### src/sfp_regs.svh
// Purpose: register offsets, field positions and reset values of the
//          serial flash pin front end
// Assumes: 8-bit register port, one byte per register
// Notes:   definitions only
`ifndef SFP_REGS_SVH
`define SFP_REGS_SVH

// ****************************************
// register offsets
// ****************************************
`define SFP_OFS_CTRL   8'h00
`define SFP_OFS_SR     8'h01
`define SFP_OFS_TXD    8'h02
`define SFP_OFS_STAT   8'h03
`define SFP_OFS_CMD    8'h04

// ****************************************
// field positions
// ****************************************
`define SFP_CTRL_TXEN  2
`define SFP_SR_QE      4
`define SFP_SR_STATUS_WRITE_DISABLE    5
`define SFP_ST_STANDBY 0
`define SFP_ST_PAUSE   1
`define SFP_ST_QPI     2
`define SFP_ST_OVRUN   3
`define SFP_ST_WPACT   4
`define SFP_ST_LOCKED  5
`define SFP_CMD_QPI_EN 0
`define SFP_CMD_QPI_EX 1
`define SFP_CMD_CLROVR 2

// ****************************************
// codes and reset values
// ****************************************
`define SFP_WCODE_DUAL 2'h1
`define SFP_WCODE_QUAD 2'h2
`define SFP_CTRL_RST   3'h0
`define SFP_SR_RST     6'h00
`define SFP_TXD_RST    8'h00
`define SFP_SYNC_RST   6'h00
`define SFP_MASK_W1    4'h2
`define SFP_MASK_W2    4'h3
`define SFP_MASK_W4    4'hf

`endif

### src/sfp_pkg.sv
// Purpose: shared types of the serial flash pin front end
// Assumes: nothing
// Notes:   constants live in sfp_regs.svh
package sfp_pkg;

    typedef enum logic [1:0] {
        SFP_W1,
        SFP_W2,
        SFP_W4
    } sfp_width_t;

    typedef enum logic [1:0] {
        SFP_PH_OFF,
        SFP_PH_ACT,
        SFP_PH_PAUSE
    } sfp_phase_t;

endpackage

### src/sfp_pin_front.sv
// Purpose: pin front end of a serial flash device: select, lanes, pause,
//          status write protection
// Assumes: sck and all pins asynchronous, sck well below sys_clk_in / 4
// Notes:   received bytes leave through a fifo, sent bytes come from a register
//
// Chosen here: the register offsets and the plain strobed port.
`timescale 1ns/1ps
`include "sfp_regs.svh"
module sfp_pin_front #(
    parameter int FIFO_DEPTH = 8
) (
    input  wire logic       sys_clk_in,
    input  wire logic       nrst_in,
    input  wire logic       chip_enable_n_in,
    input  wire logic       sck_in,
    input  wire logic [3:0] data_lane_in,
    output logic      [3:0] data_lane_out,
    output logic      [3:0] data_lane_oe_n_out,
    output logic            standby_out,
    input  wire logic [7:0] reg_addr_in,
    input  wire logic [7:0] reg_wdata_in,
    input  wire logic       reg_wr_in,
    input  wire logic       reg_rd_in,
    output logic      [7:0] reg_rdata_out,
    output logic            rx_valid_out,
    output logic      [7:0] rx_data_out,
    input  wire logic       rx_ready_in
);
    import sfp_pkg::*;

    // ****************************************
    // declarations
    // ****************************************
    logic [5:0]  meta_q;
    logic [5:0]  sync_q;
    logic        sck_prev_q;
    logic        ce_prev_q;
    logic        ce_s;
    logic        sck_s;
    logic [3:0]  lane_s;
    logic        sck_rise;
    logic        sck_fall;
    logic        sel_edge;
    sfp_phase_t  ph_q;
    logic [2:0]  ctrl_q;
    logic [5:0]  sr_q;
    logic [7:0]  tx_data_q;
    logic        qpi_q;
    logic        ovr_q;
    logic        quad_ok;
    logic        pause_act;
    logic        wp_act;
    logic        sr_locked;
    sfp_width_t  width;
    logic [2:0]  step;
    logic        active;
    logic        txen;
    logic        rx_stb;
    logic        tx_stb;
    logic [7:0]  rx_sh_q;
    logic [7:0]  rx_next;
    logic [2:0]  rx_cnt_q;
    logic        rx_done;
    logic        pend_q;
    logic [7:0]  pend_data_q;
    logic        fifo_ready;
    logic [7:0]  tx_sh_q;
    logic [7:0]  tx_cur;
    logic [2:0]  tx_cnt_q;
    logic [3:0]  lane_out_q;
    logic [3:0]  lane_mask;
    logic        drive;
    logic        wr_sr;
    logic        wr_cmd;
    logic [7:0]  rd_mux;
    logic [7:0]  rdata_q;

    function automatic sfp_width_t width_of(input logic [1:0] code, input logic quad, input logic quad_command_mode);
        width_of = SFP_W1;
        if (quad_command_mode || (quad && code == `SFP_WCODE_QUAD)) begin
            width_of = SFP_W4;
        end else if (code == `SFP_WCODE_DUAL) begin
            width_of = SFP_W2;
        end
    endfunction

    // ****************************************
    // pin synchronisers and edge finding
    // ****************************************
    always_ff @(posedge sys_clk_in) begin
        if (!nrst_in) begin
            meta_q <= `SFP_SYNC_RST;
            sync_q <= `SFP_SYNC_RST;
        end else begin
            meta_q <= {sck_in, chip_enable_n_in, data_lane_in};
            sync_q <= meta_q;
        end
    end

    // prev flops reset low so a select held through reset gives no false edge
    always_ff @(posedge sys_clk_in) begin
        if (!nrst_in) begin
            sck_prev_q <= 1'b0;
            ce_prev_q  <= 1'b0;
        end else begin
            sck_prev_q <= sync_q[5];
            ce_prev_q  <= sync_q[4];
        end
    end

    assign sck_s    = sync_q[5];
    assign ce_s     = sync_q[4];
    assign lane_s   = sync_q[3:0];
    assign sck_rise = sck_s && !sck_prev_q;
    assign sck_fall = !sck_s && sck_prev_q;
    assign sel_edge = ce_prev_q && !ce_s;

    // ****************************************
    // pin roles and protection
    // ****************************************
    assign quad_ok   = sr_q[`SFP_SR_QE] || qpi_q;
    assign pause_act = !ce_s && !quad_ok && !lane_s[3];
    assign wp_act    = !quad_ok && !lane_s[2];
    assign sr_locked = sr_q[`SFP_SR_STATUS_WRITE_DISABLE] && wp_act;
    assign width     = width_of(ctrl_q[1:0], sr_q[`SFP_SR_QE], qpi_q);
    assign step      = (width == SFP_W1) ? 3'h1 : (width == SFP_W2) ? 3'h2 : 3'h4;
    assign txen      = ctrl_q[`SFP_CTRL_TXEN];

    // ****************************************
    // select state
    // ****************************************
    always_ff @(posedge sys_clk_in) begin
        if (!nrst_in) begin
            ph_q <= SFP_PH_OFF;
        end else begin
            case (ph_q)
                SFP_PH_OFF: begin
                    if (sel_edge) begin
                        ph_q <= SFP_PH_ACT;
                    end
                end
                SFP_PH_ACT: begin
                    if (ce_s) begin
                        ph_q <= SFP_PH_OFF;
                    end else if (pause_act) begin
                        ph_q <= SFP_PH_PAUSE;
                    end
                end
                SFP_PH_PAUSE: begin
                    if (ce_s) begin
                        ph_q <= SFP_PH_OFF;
                    end else if (!pause_act) begin
                        ph_q <= SFP_PH_ACT;
                    end
                end
                default: begin
                    ph_q <= SFP_PH_OFF;
                end
            endcase
        end
    end

    assign standby_out = ph_q == SFP_PH_OFF;
    assign active      = ph_q == SFP_PH_ACT && !ce_s && !pause_act;
    assign rx_stb      = active && sck_rise && !txen;
    assign tx_stb      = active && sck_fall && txen;

    // ****************************************
    // receive path
    // ****************************************
    always_comb begin
        case (width)
            SFP_W1:  rx_next = {rx_sh_q[6:0], lane_s[0]};
            SFP_W2:  rx_next = {rx_sh_q[5:0], lane_s[1:0]};
            default: rx_next = {rx_sh_q[3:0], lane_s};
        endcase
    end

    assign rx_done = rx_stb && (3'(rx_cnt_q + step) == 3'h0);

    // counters survive a pause, only deselect restarts the byte
    always_ff @(posedge sys_clk_in) begin
        if (!nrst_in) begin
            rx_sh_q  <= 8'h00;
            rx_cnt_q <= 3'h0;
        end else if (ph_q == SFP_PH_OFF) begin
            rx_cnt_q <= 3'h0;
        end else if (rx_stb) begin
            rx_sh_q  <= rx_next;
            rx_cnt_q <= 3'(rx_cnt_q + step);
        end
    end

    // one byte of slack; sck cannot be stalled, so a full fifo is an overrun
    always_ff @(posedge sys_clk_in) begin
        if (!nrst_in) begin
            pend_q      <= 1'b0;
            pend_data_q <= 8'h00;
        end else if (rx_done && (!pend_q || fifo_ready)) begin
            pend_q      <= 1'b1;
            pend_data_q <= rx_next;
        end else if (pend_q && fifo_ready) begin
            pend_q <= 1'b0;
        end
    end

    // set wins over the clear
    always_ff @(posedge sys_clk_in) begin
        if (!nrst_in) begin
            ovr_q <= 1'b0;
        end else if (rx_done && pend_q && !fifo_ready) begin
            ovr_q <= 1'b1;
        end else if (wr_cmd && reg_wdata_in[`SFP_CMD_CLROVR]) begin
            ovr_q <= 1'b0;
        end
    end

    sfp_fifo #(
        .WIDTH (8),
        .DEPTH (FIFO_DEPTH)
    ) u_rx_fifo (
        .sys_clk_in    (sys_clk_in),
        .nrst_in       (nrst_in),
        .in_valid_in   (pend_q),
        .in_ready_out  (fifo_ready),
        .in_data_in    (pend_data_q),
        .out_valid_out (rx_valid_out),
        .out_ready_in  (rx_ready_in),
        .out_data_out  (rx_data_out)
    );

    // ****************************************
    // transmit path
    // ****************************************
    assign tx_cur = (tx_cnt_q == 3'h0) ? tx_data_q : tx_sh_q;

    always_ff @(posedge sys_clk_in) begin
        if (!nrst_in) begin
            tx_sh_q    <= 8'h00;
            tx_cnt_q   <= 3'h0;
            lane_out_q <= 4'h0;
        end else if (ph_q == SFP_PH_OFF) begin
            tx_cnt_q <= 3'h0;
        end else if (tx_stb) begin
            case (width)
                SFP_W1:  lane_out_q <= {2'b00, tx_cur[7], 1'b0};
                SFP_W2:  lane_out_q <= {2'b00, tx_cur[7:6]};
                default: lane_out_q <= tx_cur[7:4];
            endcase
            tx_sh_q  <= 8'(tx_cur << step);
            tx_cnt_q <= 3'(tx_cnt_q + step);
        end
    end

    assign lane_mask = (width == SFP_W1) ? `SFP_MASK_W1 : (width == SFP_W2) ? `SFP_MASK_W2 : `SFP_MASK_W4;
    assign drive     = ph_q != SFP_PH_OFF && !ce_s && !pause_act && txen;
    assign data_lane_oe_n_out = ~(lane_mask & {4{drive}});
    assign data_lane_out      = lane_out_q;

    // ****************************************
    // register port
    // ****************************************
    assign wr_sr  = reg_wr_in && reg_addr_in == `SFP_OFS_SR;
    assign wr_cmd = reg_wr_in && reg_addr_in == `SFP_OFS_CMD;

    always_ff @(posedge sys_clk_in) begin
        if (!nrst_in) begin
            ctrl_q    <= `SFP_CTRL_RST;
            tx_data_q <= `SFP_TXD_RST;
        end else if (reg_wr_in && reg_addr_in == `SFP_OFS_CTRL) begin
            ctrl_q <= reg_wdata_in[2:0];
        end else if (reg_wr_in && reg_addr_in == `SFP_OFS_TXD) begin
            tx_data_q <= reg_wdata_in;
        end
    end

    always_ff @(posedge sys_clk_in) begin
        if (!nrst_in) begin
            sr_q <= `SFP_SR_RST;
        end else if (wr_sr && !sr_locked) begin
            sr_q <= reg_wdata_in[5:0];
        end
    end

    // exit beats enter when both are written together
    always_ff @(posedge sys_clk_in) begin
        if (!nrst_in) begin
            qpi_q <= 1'b0;
        end else if (wr_cmd && reg_wdata_in[`SFP_CMD_QPI_EX]) begin
            qpi_q <= 1'b0;
        end else if (wr_cmd && reg_wdata_in[`SFP_CMD_QPI_EN]) begin
            qpi_q <= 1'b1;
        end
    end

    always_comb begin
        rd_mux = 8'h00;
        case (reg_addr_in)
            `SFP_OFS_CTRL: rd_mux = {5'h00, ctrl_q};
            `SFP_OFS_SR:   rd_mux = {2'h0, sr_q};
            `SFP_OFS_TXD:  rd_mux = tx_data_q;
            `SFP_OFS_STAT: rd_mux = {2'h0, sr_locked, wp_act, ovr_q, qpi_q, ph_q == SFP_PH_PAUSE, standby_out};
            default:       rd_mux = 8'h00;
        endcase
    end

    always_ff @(posedge sys_clk_in) begin
        if (!nrst_in) begin
            rdata_q <= 8'h00;
        end else begin
            rdata_q <= reg_rd_in ? rd_mux : 8'h00;
        end
    end

    assign reg_rdata_out = rdata_q;
endmodule

### src/sfp_fifo.sv
// Purpose: small synchronous fifo for received bytes
// Assumes: single clock, DEPTH of two or more
// Notes:   valid/ready on both sides
`timescale 1ns/1ps
module sfp_fifo #(
    parameter int WIDTH = 8,
    parameter int DEPTH = 8
) (
    input  wire logic             sys_clk_in,
    input  wire logic             nrst_in,
    input  wire logic             in_valid_in,
    output logic                  in_ready_out,
    input  wire logic [WIDTH-1:0] in_data_in,
    output logic                  out_valid_out,
    input  wire logic             out_ready_in,
    output logic      [WIDTH-1:0] out_data_out
);
    localparam int AW = $clog2(DEPTH);

    logic [WIDTH-1:0] mem_q [DEPTH];
    logic [AW-1:0]    wr_ptr_q;
    logic [AW-1:0]    rd_ptr_q;
    logic [AW:0]      cnt_q;
    logic             push;
    logic             pop;

    assign in_ready_out  = cnt_q != (AW+1)'(DEPTH);
    assign out_valid_out = cnt_q != '0;
    assign out_data_out  = mem_q[rd_ptr_q];
    assign push          = in_valid_in && in_ready_out;
    assign pop           = out_valid_out && out_ready_in;

    // data store needs no reset, only the pointers and the count do
    always_ff @(posedge sys_clk_in) begin
        if (push) begin
            mem_q[wr_ptr_q] <= in_data_in;
        end
    end

    always_ff @(posedge sys_clk_in) begin
        if (!nrst_in) begin
            wr_ptr_q <= '0;
            rd_ptr_q <= '0;
            cnt_q    <= '0;
        end else begin
            if (push) begin
                wr_ptr_q <= (wr_ptr_q == AW'(DEPTH-1)) ? '0 : AW'(wr_ptr_q + 1'b1);
            end
            if (pop) begin
                rd_ptr_q <= (rd_ptr_q == AW'(DEPTH-1)) ? '0 : AW'(rd_ptr_q + 1'b1);
            end
            if (push && !pop) begin
                cnt_q <= (AW+1)'(cnt_q + 1'b1);
            end else if (pop && !push) begin
                cnt_q <= (AW+1)'(cnt_q - 1'b1);
            end
        end
    end
endmodule

### config.mk
export PLATFORM = sky130hd
export DESIGN_NAME = sfp_pin_front
export DESIGN_NICKNAME = d
export VERILOG_FILES = /design/src/sfp_pkg.sv /design/src/sfp_pin_front.sv /design/src/sfp_fifo.sv
export VERILOG_INCLUDE_DIRS = /design/src
export SDC_FILE = /design/constraint.sdc
export NUM_CORES = 1
export LEC_CHECK = 0
export ABC_CLOCK_PERIOD_IN_PS = 2650
export BUFFER_PORTS_ARGS = -buffer_cell sky130_fd_sc_hd__buf_2
export CORE_UTILIZATION = 40
export DETAILED_ROUTE_END_ITERATION = 10
export SYNTH_ARGS = -nofsm -noshare
export SYNTH_HDL_FRONTEND = slang
export SYNTH_SLANG_ARGS = --single-unit
export TNS_END_PERCENT = 50
### constraint.sdc
create_clock -name sys_clk_in -period 2.65 [get_ports sys_clk_in]
set_input_delay 0.1325 -clock sys_clk_in [delete_from_list [all_inputs] [get_ports sys_clk_in]]
set_output_delay 0.1325 -clock sys_clk_in [all_outputs]
set_load 0.1 [all_outputs]
==> key figures <==
Setup path
  • Critical path arrival: between 2 and 3 ns
  • Worst r2r path cells: 13
  • FF-to-FF End: pend_data_q[7]
  • Worst reg2reg setup slack: 0.0003 ns
  • CP Max Fanout: 7
  • Reg2Reg Launch Point: ctrl_q[0]
  • Startpoint class of the critical path: flip-flop
  • CP endpoint kind: flip-flop
  • Critical path class: flip-flop to flip-flop
  • CP Data Required Time: 2.98 ns

Floorplan
  • I/O pin cnt: between 50 and 60
  • Initial Util: 41.6%
  • Row count: 45
  • Core ar.: 15400 um^2
  • Die Y: 129 um
  • Die Span X: between 100 and 150 um
  • Die area: 16600 um^2

Synth
  • Synth cell count leaders: dfxtp_1, edfxtp_1, nand2_1, nor2_1, a21oi_1
  • Syn nets: 577
  • Mux share of post-synthesis cell area: 11.6%
  • Sequential area share after synthesis: a little under 60%
  • Main synth FF type: dfxtp_1
  • EDFF count, synth: between 60 and 70
  • Compound-gate portion of the synthesized area: 9.10%
  • Yosys reg bits: 154
  • Yosys top cell by area: edfxtp_1
  • Synth async-reset ratio: 0%
  • Adder-Cell Fraction of Synth Area: 2.69%
  • Simple-gate area share of the yosys netlist: 15.0%
  • Area fraction of the dominant cell type after synthesis: roughly 30%
  • XOR/XNOR share of the synthesized area: 0.954%
  • YS warnings: 0
  • Number of distinct library cells after synthesis: 61
  • Synth area leaders: edfxtp_1, dfxtp_1, mux4_2
  • Post-Synthesis Cell Area: 6420 um^2
  • Largest family of logic cells by synthesized area: simple AND/OR/NAND/NOR gates
  • Synth Instances: 538
  • Syn Area/Cell: approximately 12 um^2
  • Count leader, synth: dfxtp_1

Place
  • DP Wirelength: 8.93 mm
  • I/O Buffers: 52
  • Final GP Congestion: 0.843
  • Placed cell area: 7050 um^2

Global routing
  • Total track usage: 17.4%
  • Vias in the first global route: 4304
  • Largest net degree at the start of global routing: 48
  • Total gr overflow: 0
  • Initial antenna violation count: 0
  • First-pass GRT wire length: 21.7 mm

Layout
  • Share of post-route cells with drive strength above 1: 27.7%
  • NumNets Final: 666
  • Area Overhead vs Synth: 22.0%
  • N_diodes: 0
  • Cell area after layout: 7840 um^2

Clock tree
  • Clock Latency Late Sink: ~0.42 ns
  • CTS Buf Count: 17
  • CTS sink cnt: 154
  • CTS tree: yes
  • CTS H-tree lvls: 4
  • Clk buf depth: 2
  • Root Buffer: clkbuf_16
  • Reg clk slew, reported paths: about 0.060 ns

STA
  • Count of pins over their slew limit: 0
  • Tcrit/Tclk final: about 100%
  • Worst slew margin: 47.5%
  • Actual slew at the worst max-slew pin: 0.779 ns
  • RSZ-0062 raised after global routing: yes
  • Final Hold Viols: 0
  • Sum Neg Setup Slack: 0 ns
  • Setup Skew: 0.0120 ns
  • Final hold slack: approximately 0.06 ns
  • FMAX: 377 MHz
  • Setup violators final: 0
  • Tmin final: ~2.6 ns

Hold path
  • Min-delay worst type: input pin to flip-flop
  • Hold_sp: rx_ready_in
  • Hold depth: 3

Routing
  • Wirelength, routed: about 13 mm
  • Detail-routed net length per standard cell: 15.7 um
  • DR iter-0 viols: approximately 400
  • DRT Pass-1 Iters: 7
  • DRC viols: 0
  • Vias post-DR: 4464
  • Vias per Instance: about 5.2
  • Antenna Nets Post-Route: 0

Pwr
  • Maximum VDD drop: 482 uV
  • Leak Pwr: ~0.0028 uW
  • Power per cell area: 699 nW/um^2

Outcome
  • Outcome: finished clean

Job
  • Max-cap viol count: 0
-- where the power goes --
group          switching (uW)  internal, uW
combinational             510           272
clock                     961          1210
sequential               36.9          2490
-- metrics by stage --
stage,total power [uW],cells,setup WS [ns],util [%]
floorplan,3210,538,0.0181,-
global placement,3320,796,0.0889,45.7
detailed placement,3340,796,-0.0846,45.7
CTS,5520,849,0.0222,50.6
global route,5680,851,-0.0998,50.8
finish,5480,851,0.000346,50.8
-- critical path, stage by stage, from the launching register on --
cell	delay [ns]
dfxtp_2	0.35
and3b_4	0.22
nor2_4	0.11
nand2_2	0.07
inv_4	0.06
ha_4	0.11
inv_2	0.03
fa_2	0.56
nor2b_4	0.13
nand4_1	0.20
a211oi_4	0.31
buf_6	0.17
nor2_1	0.05
a211oi_1	0.18
-- kinds of logic (layout without fill, tap and decap cells) --
family	Yosys count	in the layout
AO/OA/AOI/OAI	87	87
AND/OR/NAND/NOR	192	192
buffers and inverters	39	141
adder cells (fa/ha/maj)	12	12
multiplexers	47	47
flip-flops	154	154
XOR/XNOR	7	7
-- worst max-delay path by stage --
stage                endpoint  cells after the start       from  slack [ns]
2_1_floorplan  pend_data_q[6]                     13  ctrl_q[0]        0.02
3_3_place_gp   pend_data_q[7]                     13  ctrl_q[0]        0.09
3_5_place_dp   pend_data_q[1]                     13  ctrl_q[0]       -0.08
4_1_cts        pend_data_q[1]                     14  ctrl_q[0]        0.02
5_1_grt        pend_data_q[3]                     13  ctrl_q[0]        -0.1
6_report       pend_data_q[7]                     13  ctrl_q[0]      0.0003
-- sequential cells by signal, indices dropped and copies added (netlist names), named ones only --
signal and count:
data_lane_out 4, u_rx_fifo.mem_q 64, pend_data_q 8, sync_q 6
u_rx_fifo.cnt_q 4, reg_rdata_out 8, meta_q 6, sr_q 6
u_rx_fifo.rd_ptr_q 3, sck_prev_q 1, ce_prev_q 1, rx_cnt_q 3
ph_q 2, ctrl_q 3, tx_cnt_q 3, qpi_q 1
tx_data_q 8, ovr_q 1, u_rx_fifo.wr_ptr_q 3, tx_sh_q 8
pend_q 1, rx_sh_q 7
-- placed cells by master (no fill, tap or decap), types with 3 or more instances in the layout --
cell / count
and3_1: 3
nand2b_1: 4
and2_1: 17
inv_1: 7
nand2_1: 59
a211oi_2: 3
clkbuf_16: 17
clkinvlp_4: 5
mux2_2: 11
o21ai_0: 10
nor2b_1: 6
o22ai_1: 3
o211ai_1: 3
buf_2: 52
buf_6: 3
nor2_1: 40
nor3_1: 15
xnor2_1: 6
a222oi_1: 6
dlygate4sd3_1: 14
nor2_4: 3
a21oi_1: 34
buf_4: 31
inv_6: 4
edfxtp_1: 64
mux2i_1: 15
or3_1: 4
dfxtp_1: 89
ha_1: 7
clkbuf_1: 3
nand3_1: 18
mux4_2: 21
a211oi_1: 13
-- what timing repair did --
item | CTS | global route
resized for setup | 5 | 13
pin swaps | 2 | 12
endpoints found under the hold margin | 22 | 0
setup buffers | 6 | 4
hold buffers | 14 | 0
endpoints found under the setup margin | 7 | 10
gates cloned | 1 | 0
-- final cells by class --
cell class                      count  area (um^2)
Clock buffer                       20          437
Clock inverter                     12         93.8
Timing Repair Buffer              100          667
Inverter                            9         36.3
Sequential cell                   154         3720
Tap cell                          211          264
Fill cell                        1362         7590
Multi-Input combinational cell    345         2610
-- routing by layer --
metal / global-route usage, % / vias up / wire (um)
li1: - / 2162 / -
met1: 22.3 / 2147 / 6110
met2: 28.0 / 135 / 6440
met3: 4.32 / 20 / 604
met4: 7.34 / 0 / 241
met5: 0 / - / 0
(Power assumes the default switching activity.)
